===== config.mk =====
export PLATFORM = sky130hd
export DESIGN_NAME = acc_top
export DESIGN_NICKNAME = d
export VERILOG_FILES = /design/src/hdl/acc_pkg.sv /design/src/hdl/acc_top.sv
export SDC_FILE = /design/constraint.sdc
export NUM_CORES = 1
export LEC_CHECK = 0
export BUFFER_PORTS_ARGS = -buffer_cell sky130_fd_sc_hd__buf_2
export CAP_MARGIN = 20
export CORE_MARGIN = 1
export CORE_UTILIZATION = 65
export CTS_CLUSTER_SIZE = 40
export DETAILED_ROUTE_END_ITERATION = 10
export GPL_TIMING_DRIVEN = 0
export PLACE_DENSITY = 0.85
export SLEW_MARGIN = 20
export SYNTH_ARGS = -nofsm -noshare
export SYNTH_HDL_FRONTEND = slang
export SYNTH_SLANG_ARGS = --single-unit

===== constraint.sdc =====
create_clock -name CLK -period 5.7 [get_ports CLK]
set_input_delay 0 -clock CLK [delete_from_list [all_inputs] [get_ports CLK]]
set_output_delay 0 -clock CLK [all_outputs]
set_load 0.01 [all_outputs]

===== src/hdl/acc_pkg.sv =====
// Constants, types and register map of the calibration control block
package acc_pkg;

   // --------------------------------------------------------------------
   // Bus widths and carrier
   // --------------------------------------------------------------------
   localparam int ADDR_W = 8;
   localparam int DATA_W = 8;

   typedef struct packed {
      logic [ADDR_W-1:0] addr;
      logic [DATA_W-1:0] wdata;
      logic wr;
      logic rd;
   } acc_req_t;

   // --------------------------------------------------------------------
   // Register offsets
   // --------------------------------------------------------------------
   localparam logic [ADDR_W-1:0] OFS_CAL_ENABLE = 8'h61;
   localparam logic [ADDR_W-1:0] OFS_CONFIG_MAIN = 8'h62;
   localparam logic [ADDR_W-1:0] OFS_CORE_SELECT = 8'h64;
   localparam logic [ADDR_W-1:0] OFS_AVERAGING = 8'h68;
   localparam logic [ADDR_W-1:0] OFS_STATE = 8'h6a;
   localparam logic [ADDR_W-1:0] OFS_PIN_SETUP = 8'h6b;
   localparam logic [ADDR_W-1:0] OFS_SOFT_TRIG = 8'h6c;
   localparam logic [ADDR_W-1:0] OFS_LINK_CTRL = 8'h70;
   localparam logic [ADDR_W-1:0] OFS_IRQ_STATUS = 8'h71;
   localparam logic [ADDR_W-1:0] OFS_IRQ_MASK = 8'h72;

   // --------------------------------------------------------------------
   // Reset values
   // --------------------------------------------------------------------
   localparam logic [DATA_W-1:0] RST_CAL_ENABLE = 8'h01;
   localparam logic [DATA_W-1:0] RST_CONFIG_MAIN = 8'h01;
   localparam logic [DATA_W-1:0] RST_CORE_SELECT = 8'h02;
   localparam logic [DATA_W-1:0] RST_AVERAGING = 8'h61;
   localparam logic [DATA_W-1:0] RST_PIN_SETUP = 8'h00;
   localparam logic [DATA_W-1:0] RST_SOFT_TRIG = 8'h01;
   localparam logic [DATA_W-1:0] RST_LINK_CTRL = 8'h00;
   localparam logic [DATA_W-1:0] RST_IRQ_MASK = 8'h00;

   // --------------------------------------------------------------------
   // Field positions
   // --------------------------------------------------------------------
   localparam int BIT_CAL_EN = 0;
   localparam int BIT_FG = 0;
   localparam int BIT_BG = 1;
   localparam int BIT_FG_OS = 2;
   localparam int BIT_BG_OS = 3;
   localparam int CORE_SEL_LSB = 0;
   localparam int LIN_AVG_LSB = 0;
   localparam int OFFSET_AVERAGING_LSB = 4;
   localparam int STAT_FOREGROUND_COMPLETE = 0;
   localparam int STAT_STOPPED = 1;
   localparam int STAT_CODE_LSB = 2;
   localparam int PIN_TRIG_SRC = 0;
   localparam int PIN_SEL_LSB = 1;
   localparam int BIT_SOFT_TRIG = 0;
   localparam int BIT_LINK_EN = 0;
   localparam int IRQ_W = 3;
   localparam int IRQ_FG = 0;
   localparam int IRQ_STOP = 1;
   localparam int IRQ_ALARM = 2;
   localparam int NUM_CORES = 3;
   localparam int CNT_W = 16;

   // --------------------------------------------------------------------
   // Codes and states
   // --------------------------------------------------------------------
   localparam logic [1:0] PSEL_FOREGROUND_COMPLETE = 2'h0;
   localparam logic [1:0] PSEL_STOPPED = 2'h1;
   localparam logic [1:0] PSEL_ALARM = 2'h2;

   typedef enum logic [3:0] {
      S_HOLD, S_CLEAR, S_WAIT_TRIG, S_LIN, S_OFS, S_FOREGROUND_COMPLETE, S_BG_LIN, S_BG_OFS, S_BG_STOP
   } acc_state_t;

endpackage


===== src/hdl/acc_top.sv =====
// Calibration control registers, sequencer, status pin and interrupt
//
// Operation
// - Background offset runs only when its bit and background calibration are set.
// - Foreground offset runs only when its bit and foreground calibration are set.
// - Background bit 0 disables background calibration, 1 runs it continuously; reset 0.
// - Each run clears stored values, then runs or skips foreground per its bit.
// - Without background, core select picks the core kept offline; code 3 reserved.
// - Offset averaging field sets offset routine length; larger means more averaging.
// - Linearity averaging field sets linearity routine length; larger means more averaging.
// - Stopped bit rises when background halts at phase end, falls on resume.
// - Without background, stopped bit sets when foreground finishes or is skipped.
// - Foreground-complete bit is high once foreground finished or was skipped.
// - Status register is read-only; contents meaningless before calibration runs.
// - Status pin select mirrors done, stopped, alarm, or holds pin low.
// - Trigger source bit picks software bit or trigger pin, ignoring the other.
// - Calibration enable starts calibration; clearing holds it and resets dividers.
// - Software trigger bit replaces the pin; left high keeps trigger asserted.
//
// Added by the designer: strobed register access.
`timescale 1ns/10ps
`default_nettype none
module acc_top
   import acc_pkg::*;
#(
   parameter int unsigned LIN_BASE_CYC = 16,
   parameter int unsigned OS_BASE_CYC = 8
)
(
   // Clock and reset
   input wire logic CLK,
   input wire logic RST_B,
   // Register port
   input wire acc_req_t REQ,
   output logic [DATA_W-1:0] RD_DATA,
   // Pins
   input wire logic TRIG_PIN,
   input wire logic ALARM_PIN,
   output logic STATUS_PIN,
   // Interrupt
   output logic IRQ,
   // Controls to the converter cores
   output logic [NUM_CORES-1:0] OFFLINE_CORE_MASK,
   output logic CLEAR_VALUES,
   output logic LIN_ACTIVE,
   output logic OS_ACTIVE,
   output logic BG_ACTIVE,
   output logic DIV_RST,
   output logic LINK_EN
);

   // --------------------------------------------------------------------
   // Register file
   // --------------------------------------------------------------------
   logic [DATA_W-1:0] cal_en_q, cfg_q, core_q, avg_q, pin_q, soft_q, link_q;
   logic [IRQ_W-1:0] irq_mask_q, irq_stat_q, irq_stat_d;
   logic [DATA_W-1:0] rd_data_d, stat_reg;
   wire wr_cal_en = REQ.wr && (REQ.addr == OFS_CAL_ENABLE);
   wire wr_cfg = REQ.wr && (REQ.addr == OFS_CONFIG_MAIN);
   wire wr_core = REQ.wr && (REQ.addr == OFS_CORE_SELECT);
   wire wr_avg = REQ.wr && (REQ.addr == OFS_AVERAGING);
   wire wr_pin = REQ.wr && (REQ.addr == OFS_PIN_SETUP);
   wire wr_soft = REQ.wr && (REQ.addr == OFS_SOFT_TRIG);
   wire wr_link = REQ.wr && (REQ.addr == OFS_LINK_CTRL);
   wire wr_mask = REQ.wr && (REQ.addr == OFS_IRQ_MASK);
   wire rd_irq = REQ.rd && (REQ.addr == OFS_IRQ_STATUS);

   always_ff @(posedge CLK or negedge RST_B)
   begin
      if (!RST_B)
      begin
         cal_en_q <= RST_CAL_ENABLE;
         cfg_q <= RST_CONFIG_MAIN;
         core_q <= RST_CORE_SELECT;
         avg_q <= RST_AVERAGING;
         pin_q <= RST_PIN_SETUP;
         soft_q <= RST_SOFT_TRIG;
         link_q <= RST_LINK_CTRL;
         irq_mask_q <= IRQ_W'(RST_IRQ_MASK);
      end
      else
      begin
         // Status register has no write decode: writes to it are dropped
         if (wr_cal_en) cal_en_q <= REQ.wdata;
         if (wr_cfg) cfg_q <= REQ.wdata;
         if (wr_core) core_q <= REQ.wdata;
         if (wr_avg) avg_q <= REQ.wdata;
         if (wr_pin) pin_q <= REQ.wdata;
         if (wr_soft) soft_q <= REQ.wdata;
         if (wr_link) link_q <= REQ.wdata;
         if (wr_mask) irq_mask_q <= REQ.wdata[IRQ_W-1:0];
      end
   end

   wire cal_en = cal_en_q[BIT_CAL_EN];
   wire fg_en = cfg_q[BIT_FG];
   wire bg_en = cfg_q[BIT_BG];
   wire fg_os_en = cfg_q[BIT_FG_OS];
   wire bg_os_en = cfg_q[BIT_BG_OS];
   wire [2:0] lin_avg = avg_q[LIN_AVG_LSB +: 3];
   wire [2:0] offset_averaging = avg_q[OFFSET_AVERAGING_LSB +: 3];
   wire [1:0] core_sel = core_q[CORE_SEL_LSB +: 2];
   wire [1:0] pin_sel = pin_q[PIN_SEL_LSB +: 2];

   // --------------------------------------------------------------------
   // Pin synchronisers
   // --------------------------------------------------------------------
   logic trig_m_q, trig_s_q, alarm_m_q, alarm_s_q, alarm_old_q;
   always_ff @(posedge CLK or negedge RST_B)
   begin
      if (!RST_B)
      begin
         trig_m_q <= 1'b0;
         trig_s_q <= 1'b0;
         alarm_m_q <= 1'b0;
         alarm_s_q <= 1'b0;
         alarm_old_q <= 1'b0;
      end
      else
      begin
         trig_m_q <= TRIG_PIN;
         trig_s_q <= trig_m_q;
         alarm_m_q <= ALARM_PIN;
         alarm_s_q <= alarm_m_q;
         alarm_old_q <= alarm_s_q;
      end
   end

   // Unused source is fully masked so a floating pin cannot start a run
   wire trig = pin_q[PIN_TRIG_SRC] ? trig_s_q : soft_q[BIT_SOFT_TRIG];

   // --------------------------------------------------------------------
   // Calibration sequencer
   // --------------------------------------------------------------------
   acc_state_t state_q, state_d;
   logic [CNT_W-1:0] cnt_q, cnt_d;
   logic [1:0] bg_core_q, bg_core_d;
   // Longest run is base << 7; base must stay below 2**(CNT_W-7)
   wire [CNT_W-1:0] lin_len = CNT_W'(LIN_BASE_CYC) << lin_avg;
   wire [CNT_W-1:0] os_len = CNT_W'(OS_BASE_CYC) << offset_averaging;
   wire phase_end = (cnt_q == '0);

   always_comb
   begin
      state_d = state_q;
      cnt_d = phase_end ? cnt_q : cnt_q - 1'b1;
      bg_core_d = bg_core_q;
      case (state_q)
         S_HOLD: if (cal_en) state_d = S_CLEAR;
         S_CLEAR:
         begin
            // Stored values are wiped here whatever the foreground bit says
            if (fg_en) state_d = S_WAIT_TRIG;
            else if (bg_en)
            begin
               state_d = S_BG_LIN;
               cnt_d = lin_len;
            end
            else state_d = S_FOREGROUND_COMPLETE;
         end
         S_WAIT_TRIG:
         begin
            if (trig)
            begin
               state_d = S_LIN;
               cnt_d = lin_len;
            end
         end
         S_LIN:
         begin
            if (phase_end)
            begin
               if (fg_os_en && fg_en)
               begin
                  state_d = S_OFS;
                  cnt_d = os_len;
               end
               else if (bg_en)
               begin
                  state_d = S_BG_LIN;
                  cnt_d = lin_len;
               end
               else state_d = S_FOREGROUND_COMPLETE;
            end
         end
         S_OFS:
         begin
            if (phase_end)
            begin
               if (bg_en)
               begin
                  state_d = S_BG_LIN;
                  cnt_d = lin_len;
               end
               else state_d = S_FOREGROUND_COMPLETE;
            end
         end
         S_FOREGROUND_COMPLETE:
         begin
            if (bg_en)
            begin
               state_d = S_BG_LIN;
               cnt_d = lin_len;
            end
         end
         S_BG_LIN, S_BG_OFS:
         begin
            // Clearing the background bit stops it at once, not at the phase end
            if (!bg_en) state_d = S_FOREGROUND_COMPLETE;
            else if (phase_end)
            begin
               if (state_q == S_BG_LIN) bg_core_d = (bg_core_q == 2'(NUM_CORES - 1)) ? 2'h0 : bg_core_q + 2'h1;
               if (state_q == S_BG_LIN && bg_os_en)
               begin
                  state_d = S_BG_OFS;
                  cnt_d = os_len;
               end
               else if (!trig) state_d = S_BG_STOP;
               else
               begin
                  state_d = S_BG_LIN;
                  cnt_d = lin_len;
               end
            end
         end
         S_BG_STOP:
         begin
            if (!bg_en) state_d = S_FOREGROUND_COMPLETE;
            else if (trig)
            begin
               state_d = S_BG_LIN;
               cnt_d = lin_len;
            end
         end
         default: state_d = S_HOLD;
      endcase
      // Clearing the enable aborts any phase at once
      if (!cal_en)
      begin
         state_d = S_HOLD;
         cnt_d = '0;
      end
   end

   always_ff @(posedge CLK or negedge RST_B)
   begin
      if (!RST_B)
      begin
         state_q <= S_HOLD;
         cnt_q <= '0;
         bg_core_q <= 2'h0;
      end
      else
      begin
         state_q <= state_d;
         cnt_q <= cnt_d;
         bg_core_q <= bg_core_d;
      end
   end

   // --------------------------------------------------------------------
   // Status and outputs
   // --------------------------------------------------------------------
   logic [2:0] stat_code;
   always_comb
   begin
      case (state_q)
         S_HOLD: stat_code = 3'h0;
         S_CLEAR: stat_code = 3'h1;
         S_WAIT_TRIG: stat_code = 3'h2;
         S_LIN: stat_code = 3'h3;
         S_OFS: stat_code = 3'h4;
         S_FOREGROUND_COMPLETE: stat_code = 3'h5;
         S_BG_STOP: stat_code = 3'h7;
         default: stat_code = 3'h6;
      endcase
   end

   wire bg_run = (state_q == S_BG_LIN) || (state_q == S_BG_OFS) || (state_q == S_BG_STOP);
   wire foreground_complete = (state_q == S_FOREGROUND_COMPLETE) || bg_run;
   wire stopped = (state_q == S_FOREGROUND_COMPLETE) || (state_q == S_BG_STOP);
   wire alarm_rise = alarm_s_q && !alarm_old_q;
   assign stat_reg = {3'h0, stat_code, stopped, foreground_complete};

   logic status_pin_d;
   always_comb
   begin
      case (pin_sel)
         PSEL_FOREGROUND_COMPLETE: status_pin_d = foreground_complete;
         PSEL_STOPPED: status_pin_d = stopped;
         PSEL_ALARM: status_pin_d = alarm_s_q;
         default: status_pin_d = 1'b0;
      endcase
   end

   // Background rotates the offline core; otherwise the selected core stays out
   logic [NUM_CORES-1:0] mask_d;
   genvar g;
   generate
      for (g = 0; g < NUM_CORES; g++)
      begin : g_core
         assign mask_d[g] = bg_run ? (bg_core_q == 2'(g)) : (core_sel == 2'(g));
      end
   endgenerate

   assign rd_data_d =
      (REQ.addr == OFS_CAL_ENABLE) ? cal_en_q :
      (REQ.addr == OFS_CONFIG_MAIN) ? cfg_q :
      (REQ.addr == OFS_CORE_SELECT) ? core_q :
      (REQ.addr == OFS_AVERAGING) ? avg_q :
      (REQ.addr == OFS_STATE) ? stat_reg :
      (REQ.addr == OFS_PIN_SETUP) ? pin_q :
      (REQ.addr == OFS_SOFT_TRIG) ? soft_q :
      (REQ.addr == OFS_LINK_CTRL) ? link_q :
      (REQ.addr == OFS_IRQ_STATUS) ? {5'h0, irq_stat_q} :
      (REQ.addr == OFS_IRQ_MASK) ? {5'h0, irq_mask_q} : 8'h00;

   // Previous-cycle flags give the rising edges; a new event beats the read clear
   logic foreground_complete_q, stopped_q;
   wire [IRQ_W-1:0] irq_ev = {alarm_rise, stopped && !stopped_q, foreground_complete && !foreground_complete_q};
   assign irq_stat_d = (rd_irq ? {IRQ_W{1'b0}} : irq_stat_q) | irq_ev;

   always_ff @(posedge CLK or negedge RST_B)
   begin
      if (!RST_B)
      begin
         RD_DATA <= 8'h00;
         STATUS_PIN <= 1'b0;
         IRQ <= 1'b0;
         irq_stat_q <= '0;
         foreground_complete_q <= 1'b0;
         stopped_q <= 1'b0;
         OFFLINE_CORE_MASK <= '0;
         CLEAR_VALUES <= 1'b0;
         LIN_ACTIVE <= 1'b0;
         OS_ACTIVE <= 1'b0;
         BG_ACTIVE <= 1'b0;
         DIV_RST <= 1'b1;
         LINK_EN <= 1'b0;
      end
      else
      begin
         RD_DATA <= REQ.rd ? rd_data_d : 8'h00;
         STATUS_PIN <= status_pin_d;
         IRQ <= |(irq_stat_d & irq_mask_q);
         irq_stat_q <= irq_stat_d;
         foreground_complete_q <= foreground_complete;
         stopped_q <= stopped;
         OFFLINE_CORE_MASK <= mask_d;
         CLEAR_VALUES <= (state_q == S_CLEAR);
         LIN_ACTIVE <= (state_q == S_LIN) || (state_q == S_BG_LIN);
         OS_ACTIVE <= (state_q == S_OFS) || (state_q == S_BG_OFS);
         BG_ACTIVE <= (state_q == S_BG_LIN) || (state_q == S_BG_OFS);
         DIV_RST <= !cal_en;
         LINK_EN <= link_q[BIT_LINK_EN];
      end
   end
endmodule
`default_nettype wire


==> results.md, run 1 <==
* Worst Hold Class: in2async
* Post-synth cell types at 90
* CP arrival at 3.63 ns
* Run status: finished clean
* Met2 wire len at 10000 um
* Chip Width at 102 um
* YS warnings at 0
* Starting density of the core at 67.1%
* Via count at around 6,400
* Vias in the first global route at 6,132
* Max FO, Critical Path at 10
* Most frequent cells in the layout: 102 x dfrtp_1, 61 x mux2_2, 58 x nand2_1
* Initial antenna violation count at 0
* Commonest non-fill, non-tap cell in the layout: dfrtp_1
* Pwr per Cell Area at 209 nW/um2
* CTS tree: built
* Post-DP Area at just under 7000 um2
* Synthesized cell area at 6560 um2
* CTS resizes at 0
* CTS clk-pin slew, worst paths at 0.12 ns
* Number of max-cap violations at 0
* Rel. slew slack at 33.1%
* Met1 WL at 7650 um
* Largest net degree at the start of global routing at 81
* CP Data Required Time at 5.93 ns
* Slew @ Worst Pin at 0.997 ns
* Fin crit share at just under 60%
* Post-synth ARST share at 100%
* Total power at 0.00152 W
* Highest metal used: met4
* N_diodes at 0
* Layout cells sized above 1 at 20.7%
* RD Place Congestion at 0.998
* Number of top-level pins at just over 40
* Met3 routed WL at approximately 2300 um
* Syn_area_per_cell at 9.82 um2
* Clock skew at 0.0125 ns
* Average routed wire per standard cell at approximately 25 um
* Post-synthesis register bit count at between 100 and 150
* Post-detailed-route DRC marker count at 0
* Final Util at 74.1%
* Initial DRT Pass Iterations at 8
* Post-synth EDFFs at 0
* Endpoints failing setup at 0
* Setup Crit Path Kind: reg2reg
* Fillers at 651
* Final Max Tran Viols at 0
* PortBufs at 36
* CP startpoint kind: flip-flop
* Mapped Cells at 668
* Nets@finish at 750
* Main synth FF type: dfrtp_1
* Die Area at approximately 10,000 um2
* Setup crit end kind: flip-flop
* Synthesized Nets at 692
* Core box area at about 9800 um2
* # H-tree levels at 3
* Peak VDD IR at about 0.2 mV
* Final hold viol count at 0
* Period minus WS final at 3.40 ns
* Sink Count at 110
* Die H at 102 um
* Worst-case clock buffer depth at 2
* Fin Setup TNS at 0 ns
* CTS Root Buffer Type: clkbuf_8
* Seq/Total Area, Yosys at 42.1%
* Final instance area at 7250 um2
* Clock latency on the worst-skew pair at just under 0.4 ns
* First-pass GRT wire length at 33,900 um
* Overall Global Routing Usage at 43.8%
* Area grow syn2layout at 10.5%
* Number of CTS-inserted buffers at 9
* Via density at 7.39
* GRT overflow at 0
* Post-Route WL at 21,500 um
* Rows at 36
* DP HPWL at 14,600 um
* Initial DRC Count at about 650
* FMAX at 294 MHz
* Antenna-violating nets left at 0
* RSZ-0062 raised after global routing: false
* Lkg Pwr at 3.20 nW
per-layer routing:
layer	vias to the layer above	GRT usage [%]
met5	-	0
met4	0	26.6
met3	150	9.37
met2	548	69.9
met1	3017	54.6
li1	2666	-
Yosys cell counts, drive strengths merged, types with 6 or more instances:
master | count | area [um2]
mux2i | 9 | 90.1
mux2 | 62 | 698
dfrtp | 102 | 2550
buf | 10 | 63.8
or3 | 8 | 50.1
nor2 | 46 | 173
a221oi | 7 | 61.3
nand3 | 12 | 60.1
o31ai | 8 | 65.1
and2 | 7 | 45.1
a22oi | 7 | 52.6
a31oi | 13 | 81.3
nor4 | 9 | 62.6
o2bb2ai | 6 | 52.6
nand2 | 58 | 218
xnor2 | 8 | 70.1
and3 | 11 | 68.8
a21oi | 37 | 185
a22o | 6 | 52.6
nor3 | 21 | 121
o21ai | 35 | 186
dfstp | 8 | 210
clkbuf | 28 | 105
nand2b | 11 | 68.8
o221ai | 6 | 52.6
inv | 12 | 45.0
a211oi | 11 | 87.6
worst max-delay path: stages, from the launching register on:
cell and delay [ns]:
dfrtp_1 0.43, inv_1 0.18, ha_1 0.20, nor4b_1 0.63, nand4_1 0.29, buf_2 0.29
o31ai_1 0.25, a222oi_1 0.11, a2111oi_0 0.67, a31oi_1 0.19
power by group:
part	leakage, nW	switching [W]	internal [W]
sequential	1.47	0.0000192	0.000808
clock	0.106	0.000299	0.000213
combinational	1.63	0.000115	0.0000626
total	3.20	0.000433	0.00108
per-stage QoR:
stage / std cells / setup slack [ns] / hold WS [ns]
after global placement: 837 / 2.47 / 0.110
after floorplan: 668 / 3.25 / -0.296
after global routing: 864 / 2.27 / 0.0575
final: 864 / 2.30 / 0.0421
after detailed placement: 838 / 2.43 / -0.103
after CTS: 864 / 2.42 / 0.0423
final timing paths:
check                         start        end  slack (ns)  depth (start not counted)
setup / recovery           cnt_q[0]  cnt_q[10]        2.30                          9
hold / removal                RST_B   cnt_q[7]        0.04                          2
setup reg to reg           cnt_q[0]  cnt_q[10]        2.30                          9
hold reg to reg            trig_m_q   trig_s_q        0.37                          0
max in group asynchronous     RST_B   avg_q[5]        4.93                          3
min in group CLK             REQ[2]   cfg_q[0]        0.06                          2
cell families (layout without fill, tap and decap cells):
family	count (synthesis)	count (layout)	synth area share, %
simple gates	229	229	19.5
compound gates	194	194	21.2
xor+xnor	11	11	1.47
flops	110	110	42.1
mux	71	71	12.0
buf+inv	51	114	3.32
fa+ha+maj	2	2	0.382
registers in the layout, indices dropped and copies added (netlist names), 2 cells and up:
signal,cells
irq_stat_q,3
bg_core_q,2
OFFLINE_CORE_MASK,3
link_q,8
core_q,8
irq_mask_q,3
pin_q,8
state_q,4
RD_DATA,8
cal_en_q,8
cnt_q,16
avg_q,8
soft_q,8
cfg_q,8
final cells by class:
cell class,count,area (um2),area share (%)
sequential,110,2760,38.1
multi-input combinational,507,3580,49.4
inverter,13,48.8,0.673
clock inverter,6,80.1,1.11
buffer,38,169,2.33
tap,133,166,2.30
timing repair buffer,47,314,4.33
clock buffer,10,128,1.76
repair_timing:
item | in CTS | in global routing
endpoints found under the hold margin | 146 | 0
setup buffers | 0 | 0
hold buffers | 10 | 0
(Power assumes the default switching activity.)
==> run 2, diff against run 1 <==
--- a/config.mk
+++ b/config.mk
@@ -8,11 +8,11 @@
 export BUFFER_PORTS_ARGS = -buffer_cell sky130_fd_sc_hd__buf_2
 export CAP_MARGIN = 20
 export CORE_MARGIN = 1
-export CORE_UTILIZATION = 65
+export CORE_UTILIZATION = 55
 export CTS_CLUSTER_SIZE = 40
 export DETAILED_ROUTE_END_ITERATION = 10
 export GPL_TIMING_DRIVEN = 0
-export PLACE_DENSITY = 0.85
+export PLACE_DENSITY = 0.76
 export SLEW_MARGIN = 20
 export SYNTH_ARGS = -nofsm -noshare
 export SYNTH_HDL_FRONTEND = slang
==> constraint.sdc (replaced) <==
create_clock -name CLK -period 3.1 [get_ports CLK]
set_input_delay 0 -clock CLK [delete_from_list [all_inputs] [get_ports CLK]]
set_output_delay 0 -clock CLK [all_outputs]
set_load 0.01 [all_outputs]
==> run 2 against run 1 <==
Net effect:
- core utilization decreased by 10 points
- clock skew is 0.0033 ns higher
- wire length down 2.4%
==> results.md, run 2 (synthesis gave the netlist of run 1 again) <==
* Met3 Track Usage GR at 6.40%
* CP bufs+invs at 2
* Post-detailed-route DRC marker count at 0
* Starting density of the core at a little under three fifths
* Vias in the first global route at 5,823
* Antenna-violating nets left at 0
* Period minus WS final at 2.97 ns
* Most frequent cells in the layout: 102 x dfrtp_1, 61 x mux2_2, 58 x nand2_1
* Nets@finish at 748
* CP startpoint kind: flip-flop
* CTS tree: built
* Initial DRT Pass Iterations at 7
* Final hold viol count at 0
* Via density at roughly 6.9
* Number of top-level pins at 41
* Overall Global Routing Usage at a little over a third
* Peak VDD IR at 0.424 mV
* RD Place Congestion at 1.01
* Setup crit end kind: flip-flop
* Setup Crit Path Kind: reg2reg
* Slew @ Worst Pin at approximately 0.94 ns
* Largest net degree at the start of global routing at 85
* CP arrival at 3.17 ns
* N_diodes at 0
* Setup slack after layout at 0.129 ns
* First-pass GRT wire length at 32,800 um
* Clock latency on the worst-skew pair at 0.37 ns
* FMAX at around 340 MHz
* Fin Setup TNS at 0 ns
* Die Area at 12,400 um2
* Lkg Pwr at approximately 3.2 nW
* Via count at 6,005
* Sink Count at 110
* Post-Route WL at approximately 21,000 um
* Met1 Use GR at 44.4%
* Endpoints failing setup at 0
* Rel. slew slack at 37.1%
* Rows at 39
* DP HPWL at 14,900 um
* Core box area at roughly 12,000 um2
* Largest reg by FF count: cnt_q
* Number of max-cap violations at 0
* Pwr per Cell Area at 420 nW/um2
* GR Util met2 at 57.0%
* CP max stage cell: a2111oi_0
* Clock skew at 0.0159 ns
* Commonest non-fill, non-tap cell in the layout: dfrtp_1
* CTS clk-pin slew, worst paths at 0.09 ns
* CP Data Required Time at roughly 3.3 ns
* Worst-case clock buffer depth at 2
* Critical Path Max Stage Delay at 0.53 ns
* Total power at around 0.003 W
* CTS Root Buffer Type: clkbuf_16
* Global route hottest layer: met2
* CP cell instances: inv_1 -> ha_1 -> nor4b_2 -> nand4_1 -> buf_2 -> o31ai_1 -> a222oi_1 -> a2111oi_0 -> a31oi_1
* Pre-CTS setup slack at 0.126 ns
* Die H at between 100 and 150 um
* Worst Hold Class: in2reg
* Layout cells sized above 1 at 21.0%
* Run status: finished clean
* Number of CTS-inserted buffers at 9
* # H-tree levels at 3
* Area grow syn2layout at 12.2%
* Final Max Tran Viols at 0
* Chip Width at approximately 110 um
* Initial antenna violation count at 0
* Max FO, Critical Path at 10
* GRT overflow at 0
* Initial DRC Count at between 500 and 600
* Average routed wire per standard cell at about 24 um
* Max reg flops at 16
* PortBufs at 36
* Top delay family on crit path: compound AO/OA/AOI/OAI gates
* RSZ-0062 raised after global routing: false
* Fin crit share at 95.8%
## run 2: path summary, 6_finish.rpt
| path | start | endpoint | slack [ns] | cells after the start |
|---|---|---|---|---|
| worst max-delay path | cnt_q[0] | cnt_q[10] | 0.13 | 9 |
| worst min-delay path | REQ[4] | avg_q[2] | 0.04 | 2 |
| worst max register to register | cnt_q[0] | cnt_q[10] | 0.13 | 9 |
| worst min register to register | trig_m_q | trig_s_q | 0.37 | 0 |
| max in group asynchronous | RST_B | avg_q[5] | 2.31 | 3 |
| min in group asynchronous | RST_B | cnt_q[3] | 0.07 | 2 |
## run 2: through the flow
stage / std cells / hold WS (ns) / util (%) / instance area, um2
floorplan: 668 / -0.296 / - / 6560
global placement: 847 / 0.109 / 60.1 / 6920
detailed placement: 848 / -0.117 / 60.4 / 6950
CTS: 872 / 0.0272 / 63.8 / 7350
global route: 872 / 0.0460 / 63.9 / 7360
finish: 872 / 0.0389 / 63.9 / 7360
## run 2: metal layers
layer / routed length (um) / part of all wire [%] / vias to the layer above
li1: - / - / 2651
met1: 8140 / 39 / 2910
met2: 10200 / 49 / 363
met3: 1740 / 8.3 / 81
met4: 899 / 4.3 / 0
met5: 0 / 0 / -
## run 2: repair_timing
item / in CTS / in global routing
hold buffers: 8 / 0
resized for setup: 0 / 2
setup endpoints to repair: 0 / 11
buffers inserted: 0 / 0
hold endpoints to repair: 140 / 0
## run 2: final cells by class
type | instances | area (um2)
fill | 930 | 4160
multi-input combinational | 507 | 3590
sequential | 110 | 2760
timing repair buffer | 45 | 294
clock buffer | 11 | 243
tap | 143 | 179
buffer | 38 | 169
clock inverter | 5 | 75.1
inverter | 13 | 48.8
## run 2: power by group
group          internal [W]  switching [W]
clock              0.000669       0.000593
combinational      0.000113       0.000198
sequential          0.00149      0.0000327
total               0.00227       0.000824
==> run 3, diff against run 2 <==
--- a/config.mk
+++ b/config.mk
@@ -5,14 +5,13 @@
 export SDC_FILE = /design/constraint.sdc
 export NUM_CORES = 1
 export LEC_CHECK = 0
-export BUFFER_PORTS_ARGS = -buffer_cell sky130_fd_sc_hd__buf_2
+export BUFFER_PORTS_ARGS = -buffer_cell sky130_fd_sc_hd__buf_4
 export CAP_MARGIN = 20
 export CORE_MARGIN = 1
-export CORE_UTILIZATION = 55
+export CORE_UTILIZATION = 44
 export CTS_CLUSTER_SIZE = 40
 export DETAILED_ROUTE_END_ITERATION = 10
 export GPL_TIMING_DRIVEN = 0
-export PLACE_DENSITY = 0.76
 export SLEW_MARGIN = 20
 export SYNTH_ARGS = -nofsm -noshare
 export SYNTH_HDL_FRONTEND = slang
==> constraint.sdc (replaced) <==
create_clock -name CLK -period 3.12 [get_ports CLK]
set_input_delay 0 -clock CLK [delete_from_list [all_inputs] [get_ports CLK]]
set_output_delay 0 -clock CLK [all_outputs]
set_load 0.01 [all_outputs]
==> run 3 against run 2 <==
Net effect:
- critical endpoint is now cnt_q[1]
- design area rose by 2.7%
- setup slack improved by 0.17 ns
- largest power group unchanged
- non-clock buffer count rose by 3
- core utilization fell by 12 points
- final cell count rose by 5.0%
- via count fell by 0.12%
- die area rose by 25%
- critical path type unchanged
==> results.md, run 3 (synthesis gave the netlist of run 1 again) <==
* Run status: finished clean
* Clock latency on the worst-skew pair at 0.36 ns
* Via count at between 5,000 and 6,000
* Commonest non-fill, non-tap cell in the layout: dfrtp_1
* Post-CTS Setup Inserts at 0
* Post-Route WL at 20,800 um
* Largest net degree at the start of global routing at 111
* Post-detailed-route DRC marker count at 0
* Via density at 6.55
* Max FO, Critical Path at 10
* Final hold viol count at 0
* Setup crit end kind: flip-flop
* FMAX at 354 MHz
* Number of top-level pins at slightly above 40
* Max reg flops at 16
* Initial antenna violation count at 1
* Clock skew at 0.00784 ns
* Fillers at 1,363
* Final Max Tran Viols at 0
* CP Data Required Time at approximately 3.3 ns
* Slew @ Worst Pin at roughly 0.99 ns
* Post-DP Area at slightly above 7000 um2
* Final instance area at 7560 um2
* Sink Count at 110
* # H-tree levels at 3
* Most frequent cells in the layout: 102 x dfrtp_1, 61 x mux2_2, 58 x nand2_1
* Final Util at 52.0%
* CTS tree: built
* Peak VDD IR at between 0.3 and 0.4 mV
* N_diodes at 0
* First-pass GRT wire length at 32,600 um
* Final non-filler cell total at 916
* Average routed wire per standard cell at 22.7 um
* Number of CTS-inserted buffers at 9
* Initial DRC Count at 653
* Layout cells sized above 1 at 21.0%
* CTS clk-pin slew, worst paths at 0.08 ns
* Period minus WS final at 2.83 ns
* FF-to-FF path depth at 8
* Crit Reg-Reg Startpoint: cnt_q[8]
* R2R Path End: cnt_q[1]
* CTS Root Buffer Type: clkbuf_16
* Initial DRT Pass Iterations at 5
* Rows at 44
* Chip Width at 124 um
* Core box area at 14,500 um2
* Lkg Pwr at roughly 3.3 nW
* Worst-case clock buffer depth at 2
* Die Area at 15,400 um2
* PortBufs at 36
* CP arrival at 3.03 ns
* Placed cells at 888
* WHS at 0.0646 ns
* Antenna-violating nets left at 0
* GRT overflow at 0
* Total power at between 0.003 and 0.004 W
* Endpoints failing setup at 0
* Rel. slew slack at 33.6%
* Starting density of the core at 45.1%
* Number of max-cap violations at 0
* Vias in the first global route at 5,771
* Largest reg by FF count: cnt_q
* R2r setup slk at 0.29 ns
* DP HPWL at 14,900 um
* Area grow syn2layout at 15.3%
* RSZ-0062 raised after global routing: false
* Overall Global Routing Usage at 28.6%
* Nets@finish at approximately 750
* Pwr per Cell Area at 415 nW/um2
* Worst Hold Class: in2async
* Setup Crit Path Kind: reg2reg
* RD Place Congestion at roughly 0.91
* Fin crit share at 90.6%
* CP startpoint kind: flip-flop
* Die H at about 120 um
run 3: layout make-up:
type                       instances  area [um2]  area share (%)
sequential                       110        2760            36.6
clock buffer                       9         225            2.98
tap                              184         230            3.05
buffer                            38         169            2.23
timing repair buffer              48         412            5.45
clock inverter                     7         111            1.47
multi-input combinational        507        3600            47.6
inverter                          13        48.8           0.646
run 3: how the worst max path moves through the flow:
stage | slack (ns) | from | cells past startpoint | to
6_report | 0.29 | cnt_q[8] | 8 | cnt_q[1]
5_1_grt | 0.007 | cnt_q[0] | 9 | cnt_q[10]
4_1_cts | 0.21 | cnt_q[0] | 9 | cnt_q[10]
3_5_place_dp | -0.04 | cnt_q[0] | 9 | cnt_q[10]
3_3_place_gp | -0.38 | state_q[1] | 8 | cnt_q[0]
2_1_floorplan | 0.67 | cnt_q[0] | 10 | cnt_q[11]
run 3: metal layers:
metal / global-route usage [%] / wire (um) / part of all wire [%]
met1: 38.0 / 8760 / 42
met2: 45.6 / 10000 / 48
met3: 4.26 / 1200 / 5.8
met4: 13.9 / 792 / 3.8
met5: 0 / 0 / 0
run 3: where the power goes:
part / leakage [nW] / switching [W] / internal (W) / total (W)
logic: 1.65 / 0.000196 / 0.000124 / 0.000320
clock network: 0.166 / 0.000578 / 0.000726 / 0.00130
registers: 1.47 / 0.0000334 / 0.00148 / 0.00151
run 3: what timing repair did:
item | CTS | global route
gates resized for setup | 1 | 2
endpoints found under the hold margin | 163 | 0
setup endpoints to repair | 1 | 2
hold buffers | 11 | 0
run 3: critical path, stage by stage (launching register included):
cell,delay [ns]
dfrtp_1,0.36
clkbuf_1,0.21
nor4_2,0.57
nand4_1,0.24
buf_2,0.28
o21ai_0,0.19
a21oi_1,0.13
o31ai_2,0.58
a211oi_1,0.12
run 3: per-stage QoR:
stage	setup slack (ns)	setup TNS, ns
6_report	0.294	0
3_3_place_gp	-0.383	-0.816
5_1_grt	0.00687	0
4_1_cts	0.212	0
2_1_floorplan	0.672	0
3_5_place_dp	-0.0446	-0.0446
